[src/rtl/uepf_pkg.sv]
// constants for the usb endpoint summary-flag block (endpoints 2 to 5)
// assumes an apb master on the same clock as the core and the endpoint status logic
//
// Operation
// - any active endpoint interrupt source sets that endpoint's summary flag.
// - endpoint 4 summary flag reads at bit 4 of the summary register.
// - endpoint 3 summary flag reads at bit 3 of the summary register.
// - endpoint 5 flag sits at bit 5, requests usb interrupt when enabled.
// - five sources count: transmit complete, out bank 0/1, setup, stall-or-crc.
// - usb interrupt for endpoint 4 only while its flag and enable are set.
// - hardware clears a summary flag only once all its sources are clear.
package uepf_pkg;

	// ----------------------------------------------------------------
	// geometry
	// ----------------------------------------------------------------
	localparam int ADDR_W = 8;
	localparam int DATA_W = 32;
	localparam int FIRST_EP = 2;
	localparam int NUM_EP = 4;
	localparam int NUM_SRC = 5;

	// ----------------------------------------------------------------
	// source bit positions inside one endpoint's source vector
	// ----------------------------------------------------------------
	localparam int SRC_TX_CMP = 0;
	localparam int SRC_RX_B0 = 1;
	localparam int SRC_RX_B1 = 2;
	localparam int SRC_SETUP = 3;
	localparam int SRC_STALL_CRC = 4;

	// ----------------------------------------------------------------
	// register offsets (byte addresses)
	// ----------------------------------------------------------------
	localparam logic [ADDR_W-1:0] OFS_SUMMARY = 8'h00;
	localparam logic [ADDR_W-1:0] OFS_ENABLE = 8'h04;
	localparam logic [ADDR_W-1:0] OFS_EVT_STAT = 8'h08;
	localparam logic [ADDR_W-1:0] OFS_EVT_MASK = 8'h0C;

	// ----------------------------------------------------------------
	// reset values
	// ----------------------------------------------------------------
	localparam logic [NUM_EP-1:0] RST_FLAGS = 4'h0;
	localparam logic [NUM_EP-1:0] RST_ENABLE = 4'h0;
	localparam logic [NUM_EP-1:0] RST_EVT_STAT = 4'h0;
	localparam logic [NUM_EP-1:0] RST_EVT_MASK = 4'h0;
	localparam logic [DATA_W-1:0] RST_PRDATA = 32'h0000_0000;

	typedef enum logic [1:0] {
		UEPF_SEL_SUMMARY,
		UEPF_SEL_ENABLE,
		UEPF_SEL_EVT_STAT,
		UEPF_SEL_EVT_MASK
	} uepf_sel_t;

endpackage : uepf_pkg

[src/rtl/uepf_flag_cell.sv]
// one endpoint's summary flag, tracking the or of its interrupt sources
// assumes sources come from status logic on the same clock, held until software clears them
module uepf_flag_cell import uepf_pkg::*; #(
	parameter int SRC_W = uepf_pkg::NUM_SRC
) (
	// clock and reset
	input wire logic clk,
	input wire logic arst_n,
	input wire logic ce,
	// sources
	input wire logic [SRC_W-1:0] src,
	// flag
	output logic flag_q,
	output logic flag_rise
);

	logic flag_d;

	// any one of the sources is enough; all must drop before the flag drops
	assign flag_d = |src;
	assign flag_rise = ce & flag_d & ~flag_q;

	always_ff @(posedge clk or negedge arst_n) begin
		if (!arst_n) begin
			flag_q <= 1'b0;
		end else if (ce) begin
			flag_q <= flag_d;
		end
	end

endmodule : uepf_flag_cell

[src/rtl/uepf_top.sv]
// usb endpoint summary flags for endpoints 2 to 5, with apb register access
// assumes per-endpoint source levels on CORE_CLK and an apb master on CORE_CLK
module uepf_top import uepf_pkg::*; #(
	parameter int NUM_EP_P = uepf_pkg::NUM_EP,
	parameter int FIRST_EP_P = uepf_pkg::FIRST_EP
) (
	// clock, reset, enable
	input wire logic CORE_CLK,
	input wire logic ARST_N,
	input wire logic CE,
	// apb slave
	input wire logic PSEL,
	input wire logic PENABLE,
	input wire logic PWRITE,
	input wire logic [uepf_pkg::ADDR_W-1:0] PADDR,
	input wire logic [uepf_pkg::DATA_W-1:0] PWDATA,
	input wire logic [3:0] PSTRB,
	output logic [uepf_pkg::DATA_W-1:0] PRDATA,
	output logic PREADY,
	output logic PSLVERR,
	// endpoint interrupt sources, bit 0 is the lowest endpoint
	input wire logic [NUM_EP_P-1:0] TRANSMIT_COMPLETE,
	input wire logic [NUM_EP_P-1:0] RECEIVE_OUT_BANK0,
	input wire logic [NUM_EP_P-1:0] RECEIVE_OUT_BANK1,
	input wire logic [NUM_EP_P-1:0] SETUP_RECEIVED,
	input wire logic [NUM_EP_P-1:0] STALL_OR_CRC_ERROR,
	// interrupts
	output logic USB_IRQ,
	output logic EVT_IRQ
);
	import uepf_pkg::*;

	// ----------------------------------------------------------------
	// elaboration checks
	// ----------------------------------------------------------------
	// all flags must fit in the low byte so one byte lane carries them
	if (NUM_EP_P < 1 || FIRST_EP_P < 0 || FIRST_EP_P + NUM_EP_P > 8) begin : g_bad_geometry
		$error("endpoint range does not fit the low byte");
	end

	// ----------------------------------------------------------------
	// helpers
	// ----------------------------------------------------------------
	function automatic logic [DATA_W-1:0] place(input logic [NUM_EP_P-1:0] v);
		logic [DATA_W-1:0] w;
		w = '0;
		w[FIRST_EP_P +: NUM_EP_P] = v;
		return w;
	endfunction : place

	function automatic logic decode(input logic [ADDR_W-1:0] a, output uepf_sel_t s);
		decode = 1'b1;
		s = UEPF_SEL_SUMMARY;
		if (a == OFS_SUMMARY) begin
			s = UEPF_SEL_SUMMARY;
		end else if (a == OFS_ENABLE) begin
			s = UEPF_SEL_ENABLE;
		end else if (a == OFS_EVT_STAT) begin
			s = UEPF_SEL_EVT_STAT;
		end else if (a == OFS_EVT_MASK) begin
			s = UEPF_SEL_EVT_MASK;
		end else begin
			decode = 1'b0;
		end
	endfunction : decode

	// ----------------------------------------------------------------
	// summary flags
	// ----------------------------------------------------------------
	logic [NUM_EP_P-1:0] flag_q;
	logic [NUM_EP_P-1:0] flag_rise;
	logic [NUM_EP_P-1:0] any_src;

	for (genvar i = 0; i < NUM_EP_P; i++) begin : g_ep
		logic [NUM_SRC-1:0] src;
		always_comb begin
			src = '0;
			src[SRC_TX_CMP] = TRANSMIT_COMPLETE[i];
			src[SRC_RX_B0] = RECEIVE_OUT_BANK0[i];
			src[SRC_RX_B1] = RECEIVE_OUT_BANK1[i];
			src[SRC_SETUP] = SETUP_RECEIVED[i];
			src[SRC_STALL_CRC] = STALL_OR_CRC_ERROR[i];
		end
		assign any_src[i] = |src;
		uepf_flag_cell #(
			.SRC_W(NUM_SRC)
		) u_cell (
			.clk(CORE_CLK),
			.arst_n(ARST_N),
			.ce(CE),
			.src(src),
			.flag_q(flag_q[i]),
			.flag_rise(flag_rise[i])
		);
	end

	// ----------------------------------------------------------------
	// apb decode
	// ----------------------------------------------------------------
	// one wait state: the read word is captured first, completion follows
	logic pready_q;
	logic [DATA_W-1:0] prdata_q;
	logic pslverr_q;
	uepf_sel_t sel;
	logic hit;
	logic access;
	logic wr_done;
	logic rd_done;

	always_comb begin
		sel = UEPF_SEL_SUMMARY;
		hit = decode(PADDR, sel);
	end

	assign access = CE & PSEL & PENABLE;
	assign wr_done = access & pready_q & PWRITE & hit & PSTRB[0];
	assign rd_done = access & pready_q & ~PWRITE & hit;

	// ----------------------------------------------------------------
	// software registers
	// ----------------------------------------------------------------
	logic [NUM_EP_P-1:0] enable_q;
	logic [NUM_EP_P-1:0] evt_stat_q;
	logic [NUM_EP_P-1:0] evt_mask_q;

	// summary flags have no write path at all
	always_ff @(posedge CORE_CLK or negedge ARST_N) begin
		if (!ARST_N) begin
			enable_q <= RST_ENABLE;
		end else if (wr_done && sel == UEPF_SEL_ENABLE) begin
			enable_q <= PWDATA[FIRST_EP_P +: NUM_EP_P];
		end
	end

	always_ff @(posedge CORE_CLK or negedge ARST_N) begin
		if (!ARST_N) begin
			evt_mask_q <= RST_EVT_MASK;
		end else if (wr_done && sel == UEPF_SEL_EVT_MASK) begin
			evt_mask_q <= PWDATA[FIRST_EP_P +: NUM_EP_P];
		end
	end

	// only the bits handed out in the read word are cleared, so a rise that lands
	// between capture and completion is not lost; a rise in the clearing cycle stays set
	always_ff @(posedge CORE_CLK or negedge ARST_N) begin
		if (!ARST_N) begin
			evt_stat_q <= RST_EVT_STAT;
		end else if (CE) begin
			if (rd_done && sel == UEPF_SEL_EVT_STAT) begin
				evt_stat_q <= (evt_stat_q & ~prdata_q[FIRST_EP_P +: NUM_EP_P]) | flag_rise;
			end else begin
				evt_stat_q <= evt_stat_q | flag_rise;
			end
		end
	end

	// ----------------------------------------------------------------
	// apb response
	// ----------------------------------------------------------------
	always_ff @(posedge CORE_CLK or negedge ARST_N) begin
		if (!ARST_N) begin
			pready_q <= 1'b0;
		end else if (CE) begin
			pready_q <= PSEL & PENABLE & ~pready_q;
		end
	end

	always_ff @(posedge CORE_CLK or negedge ARST_N) begin
		if (!ARST_N) begin
			prdata_q <= RST_PRDATA;
			pslverr_q <= 1'b0;
		end else if (access && !pready_q) begin
			pslverr_q <= ~hit;
			prdata_q <= RST_PRDATA;
			if (hit && !PWRITE) begin
				unique case (sel)
					UEPF_SEL_SUMMARY: prdata_q <= place(flag_q);
					UEPF_SEL_ENABLE: prdata_q <= place(enable_q);
					UEPF_SEL_EVT_STAT: prdata_q <= place(evt_stat_q);
					UEPF_SEL_EVT_MASK: prdata_q <= place(evt_mask_q);
				endcase
			end
		end
	end

	assign PREADY = pready_q;
	assign PRDATA = prdata_q;
	assign PSLVERR = pslverr_q;

	// ----------------------------------------------------------------
	// interrupt outputs
	// ----------------------------------------------------------------
	logic usb_irq_q;
	logic evt_irq_q;

	always_ff @(posedge CORE_CLK or negedge ARST_N) begin
		if (!ARST_N) begin
			usb_irq_q <= 1'b0;
			evt_irq_q <= 1'b0;
		end else if (CE) begin
			usb_irq_q <= |(flag_q & enable_q);
			evt_irq_q <= |(evt_stat_q & evt_mask_q);
		end
	end

	assign USB_IRQ = usb_irq_q;
	assign EVT_IRQ = evt_irq_q;

	// ----------------------------------------------------------------
	// assertions
	// ----------------------------------------------------------------
	localparam int E3 = 3 - FIRST_EP_P;
	localparam int E4 = 4 - FIRST_EP_P;
	localparam int E5 = 5 - FIRST_EP_P;

	logic rd_capture;
	assign rd_capture = access & ~pready_q & ~PWRITE & hit & (sel == UEPF_SEL_SUMMARY);

	property p_flag_set;
		@(posedge CORE_CLK) disable iff (!ARST_N)
		CE |=> ((flag_q & $past(any_src)) == $past(any_src));
	endproperty
	a_flag_set: assert property (p_flag_set) else $error("source active but flag not set");

	property p_ep4_bit;
		@(posedge CORE_CLK) disable iff (!ARST_N)
		rd_capture |=> PREADY && (PRDATA[4] == $past(flag_q[E4]));
	endproperty
	a_ep4_bit: assert property (p_ep4_bit) else $error("endpoint 4 flag not at bit 4");

	property p_ep3_bit;
		@(posedge CORE_CLK) disable iff (!ARST_N)
		rd_capture |=> PRDATA[3] == $past(flag_q[E3]);
	endproperty
	a_ep3_bit: assert property (p_ep3_bit) else $error("endpoint 3 flag not at bit 3");

	property p_ep5_irq;
		@(posedge CORE_CLK) disable iff (!ARST_N)
		CE && flag_q[E5] && enable_q[E5] |=> USB_IRQ;
	endproperty
	a_ep5_irq: assert property (p_ep5_irq) else $error("endpoint 5 request not raised");

	property p_ep5_bit;
		@(posedge CORE_CLK) disable iff (!ARST_N)
		rd_capture |=> PRDATA[5] == $past(flag_q[E5]);
	endproperty
	a_ep5_bit: assert property (p_ep5_bit) else $error("endpoint 5 flag not at bit 5");

	property p_stall_src;
		@(posedge CORE_CLK) disable iff (!ARST_N)
		(CE && STALL_OR_CRC_ERROR[E4] && !TRANSMIT_COMPLETE[E4]) ##1 CE |-> flag_q[E4] ##1 1'b1;
	endproperty
	a_stall_src: assert property (p_stall_src) else $error("stall or crc source ignored");

	property p_ep4_gate;
		@(posedge CORE_CLK) disable iff (!ARST_N)
		CE && flag_q[E4] && enable_q[E4] |=> USB_IRQ;
	endproperty
	a_ep4_gate: assert property (p_ep4_gate) else $error("endpoint 4 request not raised");

	property p_ep4_block;
		@(posedge CORE_CLK) disable iff (!ARST_N)
		(CE && !(flag_q[E4] && enable_q[E4]) && ((flag_q & enable_q) == '0)) |=> !USB_IRQ;
	endproperty
	a_ep4_block: assert property (p_ep4_block) else $error("usb request without enabled flag");

	property p_flag_clear;
		@(posedge CORE_CLK) disable iff (!ARST_N)
		CE |=> ((flag_q & ~$past(any_src)) == '0);
	endproperty
	a_flag_clear: assert property (p_flag_clear) else $error("flag held without any source");

	property p_flag_ro;
		@(posedge CORE_CLK) disable iff (!ARST_N)
		(wr_done && sel == UEPF_SEL_SUMMARY) |=> ((flag_q & ~$past(any_src)) == '0);
	endproperty
	a_flag_ro: assert property (p_flag_ro) else $error("write changed a summary flag");

	property p_enable_wr;
		@(posedge CORE_CLK) disable iff (!ARST_N)
		(wr_done && sel == UEPF_SEL_ENABLE) |=> enable_q == $past(PWDATA[FIRST_EP_P +: NUM_EP_P]);
	endproperty
	a_enable_wr: assert property (p_enable_wr) else $error("enable write lost");

	c_ep4_irq: cover property (@(posedge CORE_CLK) disable iff (!ARST_N)
		flag_q[E4] && enable_q[E4] ##1 USB_IRQ);
	c_flag_drop: cover property (@(posedge CORE_CLK) disable iff (!ARST_N)
		flag_q[E5] ##1 !flag_q[E5]);
	c_summary_rd: cover property (@(posedge CORE_CLK) disable iff (!ARST_N)
		rd_capture ##1 PREADY);
	c_evt_irq: cover property (@(posedge CORE_CLK) disable iff (!ARST_N)
		rd_done && sel == UEPF_SEL_EVT_STAT && EVT_IRQ);

endmodule : uepf_top

[config.mk]
export PLATFORM = sky130hd
export DESIGN_NAME = uepf_top
export DESIGN_NICKNAME = d
export VERILOG_FILES = /design/src/rtl/uepf_pkg.sv /design/src/rtl/uepf_flag_cell.sv /design/src/rtl/uepf_top.sv
export SDC_FILE = /design/constraint.sdc
export NUM_CORES = 1
export LEC_CHECK = 0
export BUFFER_PORTS_ARGS = -buffer_cell sky130_fd_sc_hd__clkbuf_2
export CORE_MARGIN = 1
export CORE_UTILIZATION = 42
export CTS_BUF_LIST = sky130_fd_sc_hd__clkbuf_4 sky130_fd_sc_hd__clkbuf_8
export DETAILED_ROUTE_END_ITERATION = 8
export GPL_TIMING_DRIVEN = 0
export PLACE_DENSITY = 0.83
export REMOVE_ABC_BUFFERS = 1
export SYNTH_ARGS = -nofsm -noshare
export SYNTH_HDL_FRONTEND = slang
export SYNTH_SLANG_ARGS = --single-unit
[constraint.sdc]
create_clock -name CORE_CLK -period 1.8 [get_ports CORE_CLK]
set_clock_uncertainty 0.05 [all_clocks]
set_input_delay 0.18 -clock CORE_CLK [delete_from_list [all_inputs] [get_ports CORE_CLK]]
set_output_delay 0.18 -clock CORE_CLK [all_outputs]
set_load 0.01 [all_outputs]
# == Word-level counts from Yosys, hierarchy flattened ==
# Index checks and enable logic that the tools add are counted.
# classes
bitwise_logic,31
reduce_logical,15
mux,11
eq_ne,6
# op_table
cell,n
$pmux W32 S4,1
$mux W32,1
$reduce_or A5 Y1,4
$and A1 B1 Y1,18
$eq A8 B4 Y1 const B,2
$and A4 B4 Y4,3
$eq A8 B3 Y1 const B,1
$logic_not A8 Y1,1
$mux W2,4
$or A4 B4 Y4,2
$reduce_or A4 Y1,2
$not A1 Y1,7
$logic_and A1 B1 Y1,5
$eq A2 B2 Y1 const B,2
$mux W1,4
$mux W4,1
$not A4 Y4,1
$eq A2 B1 Y1 const B,1
$logic_not A1 Y1,2
$logic_not A2 Y1,1
# word_totals
out_inout_bits,36
register_bits,52
elab_cells,75
inputBits,70

# == Logic depth before layout (Yosys ltp) ==
# logic_depth
word_depth,8
depth_mapped,4
depth_no_buf,3

# == Modules after synthesis ==
# Synthesis repeated with hierarchy kept, for this count alone.
# unflattened
hier_cells,127
area_unflattened_um2,1430.1
# by_module_without_submodules
mod,cells_per_inst,n_inst,seq_area_each_um2,area_per_inst_um2
uepf_top,99,1,500.5,1189.9
uepf_flag_cell,7,4,25.0,60.1

# == Worst setup path before layout ==
# Ideal clock, no wire load.
# synth_timing
path_kind,input-to-reg
startpoint,in PADDR[5] (netlist name)
endpoint,reg evt_stat_q[0]
path_buffers,1
setup_time_ns,0.124
path_stages,4
setup_slack_ns,-0.027
arrival_ns,1.653
required_ns,1.626
cell_sequence,or4_4 -> buf_6 -> or4_4 -> a211o_1
# synth_via
elab_chain_cells,8
elab_cells_between_ends,16
cone_classes,eq/ne (4); mux (9); bitwise (1); reduce/logical (2)
# synth_rtl
element,line_no,rtl
"start, declared",uepf_top.sv:15,"input wire logic [uepf_pkg::ADDR_W-1:0] PADDR,"
$eq A8 B4 Y1,uepf_top.sv:60,end else if (a == OFS_EVT_MASK) begin
$mux W2 / $mux W1 (equally long branches),uepf_top.sv:60,
$mux W2 / $mux W1 (equally long branches),uepf_top.sv:58,end else if (a == OFS_EVT_STAT) begin
$mux W2 / $mux W1 (equally long branches),uepf_top.sv:56,end else if (a == OFS_ENABLE) begin
$mux W2 / $mux W1 (equally long branches),uepf_top.sv:54,if (a == OFS_SUMMARY) begin
$eq A2 B2 Y1 / $and A1 B1 Y1 (equally long branches),"uepf_top.sv:149, uepf_top.sv:117",
$logic_and A1 B1 Y1 (*),uepf_top.sv:149,if (rd_done && sel == UEPF_SEL_EVT_STAT) begin
$mux W4 (*),uepf_top.sv:149,
"end signal, assigned",uepf_top.sv:150,evt_stat_q <= (evt_stat_q & ~prdata_q[FIRST_EP_P +: NUM_EP_P]) | flag_rise;
"end signal, assigned",uepf_top.sv:152,evt_stat_q <= evt_stat_q | flag_rise;
"end, declared",uepf_top.sv:123,logic [NUM_EP_P-1:0] evt_stat_q;
# Mark *: on every way between the ends. The rest lies on a longest branch, timed or not.
# A chain may end at the register's enable or synchronous reset.

# == Final worst setup path ==
# layout_timing
startpoint,"reg pready_q, in the netlist PREADY"
endpoint,reg evt_stat_q[0]
# layout_via
elab_chain_cells,5
# layout_rtl
element,line_no,rtl
"start, declared",uepf_top.sv:101,logic pready_q;
"start signal, assigned",uepf_top.sv:164,pready_q <= PSEL & PENABLE & ~pready_q;
$and A1 B1 Y1 (3 in series),uepf_top.sv:117,assign rd_done = access & pready_q & ~PWRITE & hit;
$logic_and A1 B1 Y1,uepf_top.sv:149,
$mux W4,uepf_top.sv:149,
# Every way passes these cells.

==> flow_summary.ini <==
[synthesis]
ys_top_cells_by_area = dfrtp_1 41%, buf_4 14%, mux2_2 6.2%, nor4_4 2.9%, nor2_1 2.8%
avgSynthCellArea_um2 = 10.3
seq_area_frac_synth_pct = 41.3
synth_largest_area_cell = dfrtp_1
synth-seq-cells = 24
synth_area_um2 = 1450
synth_cell_type_count = 30
syn_inst = 141
yosys_warnings = 0
yosysTopAreaCellShare_pct = 41.3

[clock_tree]
cts_sinks = 24
clock_latency_ps = 320
cts_tree = yes
path_clk_slew_ps = 130
post_cts_buffers = 0
root_buffer = clkbuf_4
h-tree-depth = 1
cts_buffers = 3
cts_max_path_buffers = 2

[critical_path]
worst_ep_arrival_time_ps = 1870
cp-start-kind = register
worstSetupPathType = register to register
crit_chain = nand4_1 -> or4_4 -> a211o_1
r2r_cells = 3
rr_startpoint = PREADY
crit_start = PREADY
r2r_setup_slack_ps = 90
cp_top_family = simple AND/OR/NAND/NOR gates
max_stage_delay_ps = 610
critPathMaxFanout = 4
worst-path-buf-inv = 0
r2r-end = evt_stat_q[0]
cp.required_ps = 1960
slowest_stage = or4_4
end_kind = register

[route]
wl_um = 2730
ant_nets = 0
wl_per_cell_um = 11.9
drt_iter0_markers = 30
drc_errors = 0
first_pass_iters = 4
viasPerCell = 5.06
dr_total_vias = 1159

[timing]
rsz0062_at_grt = no
fmax_mhz = 585
max-slew-margin-rel_pct = 61.7
hold_violations = 0
final.period_utilization_pct = 95.0
worst_pin_slew_ps = 575
setup_tns_ps = 0
drv_slew = 0
fin_ws_ps = 90.2
finalSetupViolations = 0
period_needed_ps = 1710

[grt]
antenna_found_initial = 0
track_usage_pct = 16.5
first_global_vias = 1008
grt_pass1_wl_um = 4420
grt_max_degree = 25
grt_overflow_total = 0

[cells_and_area]
layout_common_cells = 46 x clkbuf_2, 28 x conb_1, 24 x dfrtp_1
layout_commonest_cell = clkbuf_2
drive_gt1_share_pct = 35.7
nets = 256
n_antenna_cell = 0
area_growth_pct = 15.4
fin_area_um2 = 1680
fillers = 276

[place]
place_area_um2 = 1600
place.detailed.hpwl_um = 2170
portBuffers = 46
dp_slack_ps = -171
place_congestion = 0.774

[hold_path]
hp-start = PWDATA[5]
min_path_type = input port to register
holdPathStages = 2
min_to = evt_mask_q[3]

[floorplan]
dieArea_um2 = 3700
die_x_um = 60.8
core_area_um2 = 3180
num_rows = 20
initial_utilization_pct = 45.7
num_io_pins = 106
fp.dieH_um = 60.8

[power]
peakVddDrop_uv = 420
p_leak_uw = 0.000795
total_power_uw = 1100
p_per_area_nw_per_um2 = 655

[status]
status = finished, final reports clean

[flow_run]
maxCapViolations = 0
-- how the worst max path moves through the flow --
stage | endpoint | depth (start not counted)
floorplan | evt_stat_q[0] | 3
global placement | PRDATA[2] | 4
detailed placement | PRDATA[5] | 4
CTS | evt_stat_q[0] | 3
global route | evt_stat_q[3] | 3
finish | evt_stat_q[0] | 3
-- stage by stage --
step / utilization (%) / hold WS (ps) / std cells
floorplan: - / -166 / 134
global placement: 50.3 / 159 / 224
detailed placement: 50.3 / 156 / 224
CTS: 52.5 / 35.3 / 229
global route: 52.8 / 39.4 / 229
finish: 52.8 / 43.1 / 229
-- worst register-to-register path: cells and delay by family (launching register included) --
family,cells,cell delay (ps)
and+or+nand+nor,2,850
AOI/OAI and AO/OA,1,310
DFF,1,400
-- cells by family (layout without fill, tap and decap cells) --
family                 after synthesis  in the layout  share of synthesized area, %
AO/OA/AOI/OAI                       27             27                          12.8
buffers and inverters               35             52                          16.8
flip-flops                          24             24                          41.3
multiplexers                        12             12                          9.82
other                                1             28                         0.258
AND/OR/NAND/NOR                     42             42                          18.9
-- area by class of cell --
class | instances | area [µm²] | area share, %
clock buffers | 3 | 22.5 | 1.34
clock inverters | 1 | 30.0 | 1.79
inverters | 1 | 3.75 | 0.224
multi-input cells | 109 | 724 | 43.2
flip-flops and latches | 24 | 601 | 35.8
well taps | 44 | 55.1 | 3.28
repair buffers | 47 | 240 | 14.3
-- synth_stat cells --
library cell  number
buf_4             28
dfrtp_1           24
nor2_1            11
mux2_2             8
a21oi_1            7
nor3_1             7
a31oi_1            6
nand2b_1           5
a211o_1            4
a22oi_1            4
clkbuf_1           4
nor2b_1            4
a32o_1             3
mux2i_1            3
or4_1              3
nand4_1            2
nand4b_1           2
nor4_4             2
o21ai_0            2
or4_4              2
a22o_1             1
buf_1              1
buf_6              1
conb_1             1
inv_1              1
mux4_2             1
nand2_1            1
nor4_1             1
or2_2              1
or3b_2             1
-- power breakdown --
group | internal (µW) | switching, µW
sequential | 551 | 8.23
combinational | 56.4 | 93.9
clock | 225 | 162
total | 833 | 264
-- per-layer routing --
metal	vias to the layer above	GRT usage, %	routed length [µm]
li1	549	-	-
met1	550	20.4	1180
met2	55	27.9	1340
met3	5	2.77	157
met4	0	8.12	51
met5	-	0	0
-- what timing repair did --
item,in CTS,in global routing
endpoints found under the hold margin,24,0
hold buffers,1,0
resized for setup,1,1
endpoints found under the setup margin,4,3
-- sequential cells by signal (all words and copies together) (netlist names) --
| register | cells |
|---|---|
| PRDATA | 4 |
| enable_q | 4 |
| evt_mask_q | 4 |
| evt_stat_q | 4 |
| g_ep.u_cell.flag_q | 4 |
| EVT_IRQ | 1 |
| PREADY | 1 |
| PSLVERR | 1 |
| USB_IRQ | 1 |
No activity file was read; power rests on OpenSTA's default activity.
